**src/pkg/fta_defs.svh**
```systemverilog
`ifndef FTA_DEFS_SVH
`define FTA_DEFS_SVH
// Contract
// - configure mode reports no alarms whatever the sensor shows.
// - monitor cut view shows cuts remaining, one less per recognised cut.
// - energy above threshold pulses threshold indicator and lowers cuts remaining.
// - first event opens a per-zone window; alarm only if target reached inside.
// - cut alarm lights cut, alarm and affected zone indicators together.
// - a value common to both zones lights both zone indicators.
// - level mode detects nothing and shows peak disturbance of selected zone.
// - entering level mode auto-clears: reading held about two seconds, then 00.
// - clear selects manual clearing; leaving and re-entering level restores auto.
// - cut window 1 to 99 seconds, default 30.
// - climb window from climb time up to 99 seconds, default 20.
// - cut and climb thresholds 1 to 20, default 10.
// - cut count 1 to 10, default 4.
// - climb time 1 second up to climb window, default 2.
// - relays held for relay time on alarm; supervision relay minimum too; default 2.
// - each cut extends open cut window by profile times ten percent; default 02.
// - peak trigger separates intrusion from environment, default 03 meaning 30 percent.
// - ambient compensation added to thresholds in proportion; 10 means full; default 10.
// - common mode 01 compensates only if zones similar; 00 always; default 00.

`define FTA_CLK_NS     4
`define FTA_SEC_NS     1000000000
`define FTA_DECI       10
`define FTA_HOLD_S     2

`define FTA_A_CTRL     12'h000
`define FTA_A_CLEAR    12'h004
`define FTA_A_STATUS   12'h008
`define FTA_A_DISP     12'h00c
`define FTA_A_UNLOCK   12'h010
// zone params at 0x020 (zone 0) and 0x040 (zone 1), functional at 0x060
`define FTA_ZP_N       6
`define FTA_FP_N       5

`define FTA_CWIN_DEF   7'h1e
`define FTA_KWIN_DEF   7'h14
`define FTA_THR_DEF    7'h0a
`define FTA_CCNT_DEF   7'h04
`define FTA_CTIM_DEF   7'h02
`define FTA_RLY_DEF    7'h02
`define FTA_PROF_DEF   7'h02
`define FTA_PEAK_DEF   7'h03
`define FTA_AMB_DEF    7'h0a
`define FTA_CMOD_DEF   7'h00

`define FTA_WIN_MIN    7'h01
`define FTA_WIN_MAX    7'h63
`define FTA_THR_MIN    7'h01
`define FTA_THR_MAX    7'h14
`define FTA_CCNT_MIN   7'h01
`define FTA_CCNT_MAX   7'h0a
`define FTA_CTIM_MIN   7'h01
`define FTA_RLY_MIN    7'h01
`define FTA_RLY_MAX    7'h63
`define FTA_FP_MAX     7'h0a
`define FTA_CMOD_MAX   7'h01
`define FTA_DISP_MAX   8'h63
`endif

```
**src/pkg/fta_pkg.sv**
```systemverilog
package fta_pkg;
  typedef enum logic [1:0] {
    FTA_MON = 2'b00,
    FTA_CFG = 2'b01,
    FTA_LVL = 2'b11
  } fta_mode_e;

  typedef struct packed {
    logic monitor;
    logic configure;
    logic level;
    logic zone1;
    logic zone2;
    logic cut;
    logic climb;
    logic window;
    logic threshold;
    logic alarm;
    logic supervision;
  } fta_led_s;
endpackage

```
**src/core/fta_top.sv**
```systemverilog
// The register addresses and register access over APB were chosen for this implementation.
`timescale 1ns/1ps
`include "fta_defs.svh"
module fta_top import fta_pkg::*; #(
  parameter int          SEC_CYC   = `FTA_SEC_NS / `FTA_CLK_NS,
  parameter logic [7:0]  AMB_TOL   = 8'h10,
  parameter logic [7:0]  THR_SCALE = 8'h08,
  parameter logic [15:0] CIPHER    = 16'h5a5a  // arbitrary value
) (
  input  wire logic            pclk,
  input  wire logic            presetn,
  input  wire logic            psel,
  input  wire logic            penable,
  input  wire logic            pwrite,
  input  wire logic [11:0]     paddr,
  input  wire logic [31:0]     pwdata,
  output logic      [31:0]     prdata,
  output logic                 pready,
  output logic                 pslverr,
  input  wire logic [1:0][7:0] sensor_energy,
  input  wire logic [1:0][7:0] ambient_level,
  input  wire logic            supervision_in,
  output logic      [1:0]      alarm_relay,
  output logic                 supervision_relay,
  output fta_led_s             leds,
  output logic      [6:0]      display
);
  localparam int DECI_RAW = SEC_CYC / `FTA_DECI;
  localparam int DECI_CYC = (DECI_RAW < 1) ? 1 : DECI_RAW;
  localparam logic [4:0] HOLD_D = 5'(`FTA_HOLD_S * `FTA_DECI);

  fta_mode_e        mode_q;
  logic             zsel_q;
  logic             ssel_q;
  logic [2:0]       psel_q;
  logic             fview_q;
  logic             unlock_q;
  logic             manual_q;
  logic [6:0]       zp_q [2][`FTA_ZP_N];
  logic [6:0]       fp_q [`FTA_FP_N];
  logic [31:0]      pre_q;
  logic             tick;
  logic [1:0][7:0]  en_s1, en_s2, am_s1, am_s2;
  logic             sup_s1, sup_s2;
  logic             detect, comp_on, similar;
  logic [7:0]       amb_diff;
  logic [1:0]       cut_ev, clb_ev, relay_on, alm_cut, alm_clb, cwin_on, kwin_on;
  logic [6:0]       rem_cut [2];
  logic [6:0]       rem_clb [2];
  logic [7:0]       peak_q;
  logic [4:0]       hold_q;
  logic [9:0]       sup_tmr_q;
  logic             thr_q;
  logic             clr_wr;
  logic             zhit, fhit, chit, ok_wr, acc;
  logic [6:0]       wv;
  logic [31:0]      rdata;
  logic             rerr;
  fta_led_s         led_d;
  logic [6:0]       disp_d;

  function automatic logic [6:0] clampv(input logic [6:0] v, input logic [6:0] lo,
                                        input logic [6:0] hi);
    clampv = (v < lo) ? lo : ((v > hi) ? hi : v);
  endfunction

  function automatic logic [6:0] zdef(input int k);
    case (k)
      0:       zdef = `FTA_CWIN_DEF;
      1:       zdef = `FTA_KWIN_DEF;
      2, 3:    zdef = `FTA_THR_DEF;
      4:       zdef = `FTA_CCNT_DEF;
      default: zdef = `FTA_CTIM_DEF;
    endcase
  endfunction

  function automatic logic [6:0] fdef(input int k);
    case (k)
      0:       fdef = `FTA_RLY_DEF;
      1:       fdef = `FTA_PROF_DEF;
      2:       fdef = `FTA_PEAK_DEF;
      3:       fdef = `FTA_AMB_DEF;
      default: fdef = `FTA_CMOD_DEF;
    endcase
  endfunction

  // pin inputs pass two flops
  always_ff @(posedge pclk or negedge presetn) begin
    if (!presetn) begin
      en_s1  <= '0;
      en_s2  <= '0;
      am_s1  <= '0;
      am_s2  <= '0;
      sup_s1 <= 1'b0;
      sup_s2 <= 1'b0;
    end else begin
      en_s1  <= sensor_energy;
      en_s2  <= en_s1;
      am_s1  <= ambient_level;
      am_s2  <= am_s1;
      sup_s1 <= supervision_in;
      sup_s2 <= sup_s1;
    end
  end

  // tenth-of-a-second tick
  assign tick = (pre_q == 32'(DECI_CYC - 1));
  always_ff @(posedge pclk or negedge presetn) begin
    if (!presetn) pre_q <= '0;
    else pre_q <= tick ? '0 : pre_q + 32'h1;
  end

  // apb decode
  assign acc   = psel && penable;
  assign zhit  = (paddr[11:5] == 7'h01 || paddr[11:5] == 7'h02) &&
                 paddr[4:2] < 3'h6 && paddr[1:0] == 2'h0;
  assign fhit  = paddr[11:5] == 7'h03 && paddr[4:2] < 3'h5 && paddr[1:0] == 2'h0;
  assign chit  = paddr == `FTA_A_CTRL || paddr == `FTA_A_CLEAR ||
                 paddr == `FTA_A_STATUS || paddr == `FTA_A_DISP ||
                 paddr == `FTA_A_UNLOCK;
  assign ok_wr = (zhit && mode_q == FTA_CFG) ||
                 (fhit && mode_q == FTA_CFG && unlock_q);
  assign wv    = (|pwdata[31:7]) ? 7'h7f : pwdata[6:0];
  assign clr_wr = acc && pwrite && paddr == `FTA_A_CLEAR && pwdata[0];
  assign pready = 1'b1;

  always_comb begin
    rdata = '0;
    rerr  = 1'b0;
    if (zhit) rdata[6:0] = zp_q[paddr[6]][paddr[4:2]];
    else if (fhit) rdata[6:0] = fp_q[paddr[4:2]];
    else if (paddr == `FTA_A_CTRL)
      rdata[7:0] = {fview_q, psel_q, ssel_q, zsel_q, mode_q};
    else if (paddr == `FTA_A_STATUS)
      rdata[12:0] = {unlock_q, manual_q, supervision_relay, kwin_on, cwin_on,
                     alm_clb, alm_cut, relay_on};
    else if (paddr == `FTA_A_DISP) rdata[7:0] = peak_q;
    else if (!chit) rerr = 1'b1;
    if (pwrite && (zhit || fhit) && !ok_wr) rerr = 1'b1;
  end

  always_ff @(posedge pclk or negedge presetn) begin
    if (!presetn) begin
      prdata  <= '0;
      pslverr <= 1'b0;
    end else if (psel && !penable) begin
      prdata  <= pwrite ? '0 : rdata;
      pslverr <= rerr;
    end
  end

  // control and unlock
  always_ff @(posedge pclk or negedge presetn) begin
    if (!presetn) begin
      mode_q   <= FTA_MON;
      zsel_q   <= 1'b0;
      ssel_q   <= 1'b0;
      psel_q   <= 3'h0;
      fview_q  <= 1'b0;
      unlock_q <= 1'b0;
    end else if (acc && pwrite) begin
      if (paddr == `FTA_A_CTRL) begin
        mode_q  <= (pwdata[1:0] == 2'h2) ? mode_q : fta_mode_e'(pwdata[1:0]);
        zsel_q  <= pwdata[2];
        ssel_q  <= pwdata[3];
        psel_q  <= pwdata[6:4];
        fview_q <= pwdata[7];
        if (pwdata[1:0] != 2'h1) unlock_q <= 1'b0;
      end else if (paddr == `FTA_A_UNLOCK) begin
        unlock_q <= pwdata[15:0] == CIPHER;
      end
    end
  end

  // parameter store
  always_ff @(posedge pclk or negedge presetn) begin
    if (!presetn) begin
      for (int z = 0; z < 2; z++)
        for (int k = 0; k < `FTA_ZP_N; k++) zp_q[z][k] <= zdef(k);
      for (int k = 0; k < `FTA_FP_N; k++) fp_q[k] <= fdef(k);
    end else if (acc && pwrite && ok_wr) begin
      if (zhit) begin
        case (paddr[4:2])
          3'h0: zp_q[paddr[6]][0] <= clampv(wv, `FTA_WIN_MIN, `FTA_WIN_MAX);
          3'h1: zp_q[paddr[6]][1] <= clampv(wv, zp_q[paddr[6]][5], `FTA_WIN_MAX);
          3'h2: zp_q[paddr[6]][2] <= clampv(wv, `FTA_THR_MIN, `FTA_THR_MAX);
          3'h3: zp_q[paddr[6]][3] <= clampv(wv, `FTA_THR_MIN, `FTA_THR_MAX);
          3'h4: zp_q[paddr[6]][4] <= clampv(wv, `FTA_CCNT_MIN, `FTA_CCNT_MAX);
          default: zp_q[paddr[6]][5] <= clampv(wv, `FTA_CTIM_MIN, zp_q[paddr[6]][1]);
        endcase
      end else begin
        case (paddr[4:2])
          3'h0: fp_q[0] <= clampv(wv, `FTA_RLY_MIN, `FTA_RLY_MAX);
          3'h4: fp_q[4] <= clampv(wv, 7'h00, `FTA_CMOD_MAX);
          default: fp_q[paddr[4:2]] <= clampv(wv, 7'h00, `FTA_FP_MAX);
        endcase
      end
    end
  end

  assign detect   = mode_q == FTA_MON;
  assign amb_diff = (am_s2[0] > am_s2[1]) ? am_s2[0] - am_s2[1] : am_s2[1] - am_s2[0];
  assign similar  = amb_diff <= AMB_TOL;
  assign comp_on  = !fp_q[4][0] || similar;

  for (genvar z = 0; z < 2; z++) begin : g_zone
    logic [15:0] amb_t, cbase, kbase, cut_lvl, clb_lvl, e10;
    logic        cut_hi, clb_hi, cut_hi_q, clb_hi_q, cut_alm, clb_alm, kstep;
    logic [15:0] cwin_q, kwin_q;
    logic [3:0]  ccnt_q;
    logic [9:0]  kacc_q, rly_q;
    logic        acut_q, aclb_q;

    assign amb_t   = comp_on ? 16'(am_s2[z] * fp_q[3]) : 16'h0000;
    assign cbase   = 16'(zp_q[z][2] * THR_SCALE);
    assign kbase   = 16'(zp_q[z][3] * THR_SCALE);
    assign cut_lvl = 16'(cbase * 16'd10) + amb_t + 16'(cbase * fp_q[2]);
    assign clb_lvl = 16'(kbase * 16'd10) + amb_t;
    assign e10     = 16'(en_s2[z] * 16'd10);
    assign cut_hi  = e10 > cut_lvl;
    assign clb_hi  = e10 > clb_lvl;
    assign cut_ev[z] = detect && cut_hi && !cut_hi_q;
    assign clb_ev[z] = detect && clb_hi && !clb_hi_q;
    assign kstep   = detect && tick && clb_hi;
    assign cut_alm = cut_ev[z] && (7'(ccnt_q) + 7'h01 >= zp_q[z][4]);
    assign clb_alm = kstep && (kacc_q + 10'h001 >= 10'(zp_q[z][5] * 10'd10));

    always_ff @(posedge pclk or negedge presetn) begin
      if (!presetn) begin
        cut_hi_q <= 1'b0;
        clb_hi_q <= 1'b0;
      end else begin
        cut_hi_q <= cut_hi;
        clb_hi_q <= clb_hi;
      end
    end

    // cut window and count
    always_ff @(posedge pclk or negedge presetn) begin
      if (!presetn) begin
        cwin_q <= '0;
        ccnt_q <= '0;
      end else if (!detect || cut_alm) begin
        cwin_q <= '0;
        ccnt_q <= '0;
      end else if (cut_ev[z]) begin
        if (cwin_q == '0) begin
          cwin_q <= 16'(zp_q[z][0] * 16'd10);
          ccnt_q <= 4'h1;
        end else begin
          cwin_q <= cwin_q + 16'(zp_q[z][0] * fp_q[1]);
          ccnt_q <= ccnt_q + 4'h1;
        end
      end else if (tick && cwin_q != '0) begin
        cwin_q <= cwin_q - 16'h1;
        if (cwin_q == 16'h1) ccnt_q <= '0;
      end
    end

    // climb window and accumulated time
    always_ff @(posedge pclk or negedge presetn) begin
      if (!presetn) begin
        kwin_q <= '0;
        kacc_q <= '0;
      end else if (!detect || clb_alm) begin
        kwin_q <= '0;
        kacc_q <= '0;
      end else if (kstep && kwin_q == '0) begin
        kwin_q <= 16'(zp_q[z][1] * 16'd10);
        kacc_q <= 10'h001;
      end else begin
        if (kstep) kacc_q <= kacc_q + 10'h001;
        if (tick && kwin_q != '0) kwin_q <= kwin_q - 16'h1;
        if (tick && kwin_q == 16'h1 && !kstep) kacc_q <= '0;
      end
    end

    // relay hold and alarm cause
    always_ff @(posedge pclk or negedge presetn) begin
      if (!presetn) begin
        rly_q  <= '0;
        acut_q <= 1'b0;
        aclb_q <= 1'b0;
      end else if (cut_alm || clb_alm) begin
        rly_q  <= 10'(fp_q[0] * 10'd10);
        acut_q <= acut_q || cut_alm;
        aclb_q <= aclb_q || clb_alm;
      end else if (tick && rly_q != '0) begin
        rly_q <= rly_q - 10'h001;
        if (rly_q == 10'h001) begin
          acut_q <= 1'b0;
          aclb_q <= 1'b0;
        end
      end
    end

    assign relay_on[z] = rly_q != '0;
    assign alm_cut[z]  = acut_q;
    assign alm_clb[z]  = aclb_q;
    assign cwin_on[z]  = cwin_q != '0;
    assign kwin_on[z]  = kwin_q != '0;
    assign rem_cut[z]  = zp_q[z][4] - 7'(ccnt_q);
    assign rem_clb[z]  = zp_q[z][5] - 7'(kacc_q / 10'd10);
  end

  // supervision relay minimum on-time
  always_ff @(posedge pclk or negedge presetn) begin
    if (!presetn) sup_tmr_q <= '0;
    else if (sup_s2) sup_tmr_q <= 10'(fp_q[0] * 10'd10);
    else if (tick && sup_tmr_q != '0) sup_tmr_q <= sup_tmr_q - 10'h001;
  end

  always_ff @(posedge pclk or negedge presetn) begin
    if (!presetn) begin
      alarm_relay       <= 2'b00;
      supervision_relay <= 1'b0;
    end else begin
      alarm_relay       <= relay_on;
      supervision_relay <= sup_s2 || sup_tmr_q != '0;
    end
  end

  // level mode peak capture and clearing
  always_ff @(posedge pclk or negedge presetn) begin
    if (!presetn) begin
      manual_q <= 1'b0;
      peak_q   <= '0;
      hold_q   <= '0;
    end else if (mode_q != FTA_LVL) begin
      manual_q <= 1'b0;
      peak_q   <= '0;
      hold_q   <= '0;
    end else if (clr_wr) begin
      manual_q <= 1'b1;
      peak_q   <= '0;
      hold_q   <= '0;
    end else if (en_s2[zsel_q] > peak_q) begin
      peak_q <= en_s2[zsel_q];
      hold_q <= HOLD_D;
    end else if (!manual_q && tick && hold_q != '0) begin
      hold_q <= hold_q - 5'h01;
      if (hold_q == 5'h01) peak_q <= '0;
    end
  end

  // threshold indicator pulse for the viewed zone and scenario
  always_ff @(posedge pclk or negedge presetn) begin
    if (!presetn) thr_q <= 1'b0;
    else if (ssel_q ? clb_ev[zsel_q] : cut_ev[zsel_q]) thr_q <= 1'b1;
    else if (tick) thr_q <= 1'b0;
  end

  always_comb begin
    led_d = '0;
    disp_d = '0;
    led_d.monitor     = mode_q != FTA_CFG;
    led_d.configure   = mode_q == FTA_CFG;
    led_d.level       = mode_q == FTA_LVL;
    led_d.supervision = supervision_relay;
    led_d.zone1       = !zsel_q;
    led_d.zone2       = zsel_q;
    unique case (mode_q)
      FTA_MON: begin
        led_d.cut       = !ssel_q;
        led_d.climb     = ssel_q;
        led_d.window    = ssel_q ? kwin_on[zsel_q] : cwin_on[zsel_q];
        led_d.threshold = thr_q;
        disp_d          = ssel_q ? rem_clb[zsel_q] : rem_cut[zsel_q];
        if (|relay_on) begin
          led_d.alarm = 1'b1;
          led_d.zone1 = relay_on[0];
          led_d.zone2 = relay_on[1];
          led_d.cut   = |alm_cut;
          led_d.climb = |alm_clb;
        end
      end
      FTA_CFG: begin
        if (fview_q) begin
          led_d.zone1 = 1'b1;
          led_d.zone2 = 1'b1;
          disp_d      = (psel_q < 3'h5) ? fp_q[psel_q] : 7'h00;
        end else begin
          led_d.cut   = psel_q < 3'h3 && psel_q != 3'h1 ? !ssel_q : psel_q == 3'h4;
          led_d.climb = psel_q < 3'h4 && !led_d.cut;
          led_d.window    = psel_q < 3'h2;
          led_d.threshold = psel_q == 3'h2 || psel_q == 3'h3;
          disp_d      = (psel_q < 3'h6) ? zp_q[zsel_q][psel_q] : 7'h00;
        end
      end
      FTA_LVL: begin
        disp_d = (peak_q > `FTA_DISP_MAX) ? 7'(`FTA_DISP_MAX) : peak_q[6:0];
      end
    endcase
  end

  always_ff @(posedge pclk or negedge presetn) begin
    if (!presetn) begin
      leds    <= '0;
      display <= '0;
    end else begin
      leds    <= led_d;
      display <= disp_d;
    end
  end
endmodule

```
**config.mk**
```make
export PLATFORM = sky130hd
export DESIGN_NAME = fta_top
export DESIGN_NICKNAME = d
export VERILOG_FILES = /design/src/pkg/fta_pkg.sv /design/src/core/fta_top.sv
export VERILOG_INCLUDE_DIRS = /design/src /design/src/pkg
export SDC_FILE = /design/constraint.sdc
export NUM_CORES = 2
export LEC_CHECK = 0
export BUFFER_PORTS_ARGS = -buffer_cell sky130_fd_sc_hd__buf_2
export CAP_MARGIN = 20
export CORE_MARGIN = 4
export CORE_UTILIZATION = 41
export DETAILED_ROUTE_END_ITERATION = 12
export PLACE_DENSITY = 0.65
export SLEW_MARGIN = 25
export SYNTH_ARGS = -nofsm -noshare
export SYNTH_HDL_FRONTEND = slang
export SYNTH_SLANG_ARGS = --single-unit
export TNS_END_PERCENT = 5
```
**constraint.sdc**
```tcl
create_clock -name pclk -period 10.6 [get_ports pclk]
set_input_delay 2.12 -clock pclk [delete_from_list [all_inputs] [get_ports pclk]]
set_output_delay 2.12 -clock pclk [all_outputs]
set_load 0.02 [all_outputs]
```
======== Word level (Yosys, flattened, before mapping) ========
Index checks and enable logic that the tools add are counted.
cells by class
  multiplexer cells ....................... 169
  bitwise logic cells ..................... 9
  shift-type cells ........................ 0
  magnitude comparators ................... 34
  div/mod/pow operators ................... 2
  add/sub/neg operators ................... 29
  reduce and logical (&&, ||, !) cells .... 134
  multipliers ............................. 19
  equality and inequality tests ........... 31
operators by type and width
  kind                                                                   count
  84-bit bitwise mux                                                     6
  84-bit one-hot mux with 5 select lines                                 1
  42-bit two-way mux                                                     7
  42-bit demux with 1-bit select                                         6
  7-bit two-way mux                                                      36
  16-bit two-way mux                                                     14
  10-bit two-way mux                                                     14
  8-bit two-way mux                                                      11
  7-bit binary-select mux with 3-bit select                              4
  7-bit by 3-bit multiplier with 10-bit output (second input constant)   8
  14-bit by 15-bit adder with 16-bit output                              4
  16-bit by 1-bit == test with 1-bit output (second input constant)      4
  12-bit by 16-bit greater-than comparator with 1-bit output             4
  16-bit logical NOT                                                     4
  16-bit nonzero test                                                    4
  16-bit by 1-bit subtractor with 16-bit output (second input constant)  4
  1-bit logical AND                                                      49
  4-bit two-way mux                                                      12
  35-bit bitwise mux                                                     1
  1-bit two-way mux                                                      35
  35-bit two-way mux                                                     1
  16-bit by 14-bit adder with 16-bit output                              2
  16-bit adder                                                           2
  32-bit by 1-bit adder with 32-bit output (second input constant)       1
  80 further kinds                                                       193
word-level totals
  ROM bits ................................ 0
  memories ................................ 0
  logic and storage cells ................. 500
  output and inout bits ................... 55
  bits of input ports ..................... 82
  flip-flop bits (word level) ............. 425
  latch bits .............................. 0
  bits in writable memories ............... 0

======== Longest topological paths before layout ========
  depth in word-level cells ............... 14
  depth in mapped cells ................... 37
  mapped depth without buffers ............ 33

======== Worst setup path before layout ========
OpenSTA, ideal clock, no wires.
  path type ............................... reg-to-reg
  from .................................... reg fp_q[10] (netlist name)
  to ...................................... reg g_zone[1].cwin_q[6]
  setup slack ............................. 2.885 ns
  stages on the path, launching flop included .. 35
  setup time .............................. 0.122 ns
  clock period less this slack ............ 7.715 ns
  path buffers ............................ 4
  arrival time ............................ 7.593 ns
  data required time ...................... 10.478 ns
  cell sequence ........................... dfstp_2 -> clkbuf_1 -> clkbuf_1 -> nand2_1 -> fa_1 -> inv_1 -> ha_1 -> inv_1 -> fa_1 -> fa_1 -> inv_1 -> ha_1 -> o21a_1 -> o21ai_0 -> a21oi_1 -> a21oi_1 -> xnor2_1 -> nand2_1 -> fa_1 -> inv_1 -> ha_1 -> nor2_1 -> a21oi_1 -> nand2_1 -> xor2_1 -> ha_1 -> nand4_1 -> nor2_1 -> a221oi_1 -> a2111oi_0 -> and4b_1 -> clkbuf_1 -> clkbuf_1 -> o21ai_0 -> a32o_1
on the way
  word-level cells in the longest chain between the ends .. 10
  elaborated cells between the ends (all ways) .. 12
  classes of those cells .................. add/sub: 2; mul: 1; order compare: 1; mux: 3; reduce/logical: 5
ends and longest elaborated chain
  item                                                                RTL line        text
  from (decl)                                                         fta_top.sv:40   logic [6:0] fp_q [`FTA_FP_N];
  from (signal, indexed assignment)                                   fta_top.sv:195  default: fp_q[paddr[4:2]] <= clampv(wv, 7'h00, `FTA_FP_MAX);
  8-bit by 7-bit multiplier with 15-bit output *                      fta_top.sv:214  assign amb_t = comp_on ? 16'(am_s2[z] * fp_q[3]) : 16'h0000;
  15-bit two-way mux *                                                fta_top.sv:214
  14-bit by 15-bit adder with 16-bit output *                         fta_top.sv:217  assign cut_lvl = 16'(cbase * 16'd10) + amb_t + 16'(cbase * fp_q[2]);
  16-bit adder *                                                      fta_top.sv:217
  12-bit by 16-bit greater-than comparator with 1-bit output *        fta_top.sv:220  assign cut_hi = e10 > cut_lvl;
  1-bit logical AND * (2 in a row)                                    fta_top.sv:222  assign cut_ev[z] = detect && cut_hi && !cut_hi_q;
  1-bit logical AND                                                   fta_top.sv:225  assign cut_alm = cut_ev[z] && (7'(ccnt_q) + 7'h01 >= zp_q[z][4]);
  1-bit logical OR                                                    fta_top.sv:243  end else if (!detect || cut_alm) begin
  3-bit nonzero test (no line) or 16-bit two-way mux (tied branches)  -
  to (signal assigned)                                                fta_top.sv:248  cwin_q <= 16'(zp_q[z][0] * 16'd10);
  to (signal assigned)                                                fta_top.sv:251  cwin_q <= cwin_q + 16'(zp_q[z][0] * fp_q[1]);
  to (signal assigned)                                                fta_top.sv:255  cwin_q <= cwin_q - 16'h1;
  to (decl)                                                           fta_top.sv:209  logic [15:0] cwin_q, kwin_q;
Mark *: on every way between the ends. The rest lies on a longest branch, timed or not.
A chain may end at the register's enable or synchronous reset.

======== Worst setup path after layout ========
  from .................................... reg fp_q[9] (netlist name)
  to ...................................... reg g_zone[1].cwin_q[10]
The elaborated chain is that of the path after synthesis.

==> summary.md <==
| Metric | Value |
|---|---|
| Outcome | `finished, final reports clean` |
| Pre-Repair DR Iteration Count | `10` |
| Crit path DAT | `9.37 ns` |
| Dominant cell type by area after synthesis | `dfrtp_1` |
| Post-detail-place hpwl | `95090 um` |
| Fin Hold WS | `0.3428 ns` |
| Highest clock rate | `0.1127 GHz` |
| Starting Density | `0.4152` |
| CP Capture Type | `flip-flop` |
| Max VDD drop | `0.1144 mV` |
| Net Switching | `0.001025 W` |
| Register area | `0.01020 mm^2` |
| Max_cap viols | `0` |
| CTS Root Cell | `clkbuf_16` |
| Register area share after synthesis | `0.2481` |
| # rows | `115` |
| Buf/Inv on CP | `3` |
| NumNets Final | `5396` |
| Pins Over Slew Limit | `0` |
| Period Utilization, post-route | `0.8373` |
| Startpoint Class | `flip-flop` |
| Multi-input logic area | `0.02827 mm^2` |
| Die Footprint | `0.1054 mm^2` |
| Synth unique cells | `106` |
| Largest net degree at the start of global routing | `160` |
| Worst-path fanout max | `19` |
| Yosys top cell area share | `0.2289` |
| Fillcell total | `9571` |
| Post-CTS Setup Repair Bufs | `0` |
| Synthesized instance count | `4552` |
| Leakage | `22.27 nW` |
| Non-filler cells, final | `5896` |
| Initial antenna violation count | `10` |
| Worst skew pair latency | `0.62 ns` |
| Slew headroom | `0.1880` |
| RSZ-0062 raised after global routing | `false` |
| Synth cell count leaders | `531 x ha_1, 500 x inv_1, 469 x nand2_1, 376 x dfrtp_1, 260 x nor2_1` |
| First-pass GRT wire length | `191600 um` |
| CTS clk-pin slew, worst paths | `0.06 ns` |
| Clk pwr share | `0.470` |
| Reg power frac | `0.426` |
| Post-CTS resize count | `0` |
| Setup TNS | `0 ns` |
| Post-Syn Area per Cell | `9.030 um^2` |
| Overall routing resource usage | `0.2284` |
| Clk_skew | `0.03176 ns` |
| Die height | `324.6 um` |
| Drt wl/cell | `20.63 um` |
| Critical path's largest stage delay | `0.77 ns` |
| Final setup margin | `1.725 ns` |
| Total congestion overflow | `0` |
| Clock buffer depth | `3` |
| Most frequent cell after synthesis | `ha_1` |
| Post-synth ARST share | `1.000` |
| Area Overhead vs Synth | `8.210%` |
| Worst Max-Slew Pin Slew | `1.214 ns` |
| Mapped cell area | `0.04110 mm^2` |
| Critical Path RT | `11.10 ns` |
| Yosys warns | `0` |
| Routability cong. | `0.9962` |
| Routed vias/inst | `5.678` |
| CTS Buf Count | `48` |
| Routed WL | `121600 um` |
| Crit path max-delay family | `adder cells` |
| Vias in the first global route | `32910` |
| Final setup violating endpoints | `0` |
| Post-Place Cells | `5803` |
| Internal | `0.002772 W` |
| #FFs+latches synth | `406` |
| Core area | `0.09899 mm^2` |
| ANT nets after route | `0` |
| PwrDens | `85.38 mW/mm^2` |
| Pwr Total | `0.003797 W` |
| Post-synth top flop | `dfrtp_1` |
| H-tree Lvls | `2` |
| # clock sinks | `406` |
| Min-Delay Path Class | `reg2reg` |
| Post-route minimum period | `8.875 ns` |
| CTS tree | `yes` |
| Sw Ratio | `0.2701` |
| Final Hold Viols | `0` |
| Port Buf Inserts | `116` |
| Slowest-stage cell, CP | `dfrtp_1` |
| Synth area leaders | `dfrtp_1 23%, ha_1 16%, fa_1 11%` |
| Setup CP Type | `reg2reg` |
| I/O Pins | `137` |
| Die X-Extent | `324.6 um` |
| DRT iter0 DRCs | `2821` |
| EDFF count, synth | `0` |
| DRC | `0` |
| Detailed-route via count | `33480` |
| Hold Buf Count CTS | `0` |
| Pre-CTS WS | `1.693 ns` |
| Fraction of layout cells with a size suffix above 1 | `0.08708` |
| Part of the power in combinational logic | `0.104` |
## power groups by stage
| stage | combinational (W) | clock [W] | sequential [W] |
|---|---|---|---|
| 2_1_floorplan | 0.000266 | 0 | 0.00163 |
| 3_3_place_gp | 0.000386 | 0 | 0.00164 |
| 3_5_place_dp | 0.000392 | 0 | 0.00164 |
| 4_1_cts | 0.000394 | 0.00183 | 0.00162 |
| 5_1_grt | 0.000441 | 0.00189 | 0.00162 |
| 6_report | 0.000395 | 0.00179 | 0.00162 |
## flip-flops by register name, indices dropped and copies added (netlist names), 13 cells and up
signal         count
am_s1             16
am_s2             16
en_s1             16
en_s2             16
fp_q              35
g_zone.cwin_q     32
g_zone.kacc_q     20
g_zone.kwin_q     32
g_zone.rly_q      20
prdata            13
pre_q             32
zp_q              84
## layout by cell type (no fill, tap or decap), types with 115 or more instances in the layout
cell     Yosys  layout
inv_1      500     500
nand2_1    469     469
nor2_1     260     257
o21ai_0    219     219
buf_2        8     115
xnor2_1    167     167
dfrtp_1    376     375
a21oi_1    249     249
and2_1     146     146
fa_1       217     217
ha_1       531     531
## cell type report
cell class	instances	share of cell area
multi-input combinational	3463	0.6355
sequential	406	0.2293
inverter	504	0.04253
tap	1287	0.03620
clock buffer	61	0.02993
timing repair buffer	143	0.01840
clock inverter	28	0.007905
antenna	4	0.0002250
## stage by stage
| stage | util | cell area (um^2) |
|---|---|---|
| finish | 0.4493 | 44480 |
| global route | 0.4492 | 44470 |
| CTS | 0.4491 | 44460 |
| detailed placement | 0.4321 | 42780 |
| global placement | 0.4321 | 42770 |
| floorplan | - | 41170 |
## path summary, 6_finish.rpt
path                                      from  slack, ns  cells after the start                          endpoint
max                        fp_q[9]$_DFFE_PN0P_       1.72                     29  g_zone[1].cwin_q[10]$_DFFE_PN0P_
min                         en_s1[0]$_DFF_PN0_       0.34                      0                en_s2[0]$_DFF_PN0_
max reg2reg                fp_q[9]$_DFFE_PN0P_       1.72                     29  g_zone[1].cwin_q[10]$_DFFE_PN0P_
min reg2reg                 en_s1[0]$_DFF_PN0_       0.34                      0                en_s2[0]$_DFF_PN0_
max in group asynchronous              presetn       7.14                      3                en_s2[3]$_DFF_PN0_
min in group asynchronous              presetn       1.39                      1                  sup_s1$_DFF_PN0_
## metal layers
layer  GRT usage  routed length, um  up-vias
met3     0.05427              11870      213
met4     0.07422               4294        4
li1            -                  -    15680
met1      0.3286              54460    16320
met2      0.3384              50970     1264
met5           0                 30        -
## kinds of logic after synthesis
logic type,synth area share
other,0.0001827
buffers and inverters,0.06718
muxes,0.05473
DFF,0.2481
AOI/OAI and AO/OA,0.1449
adders and majority gates,0.2678
and+or+nand+nor,0.1599
xor gates and xnor gates,0.05723
Note: power is estimated with default switching activity, not from simulation.
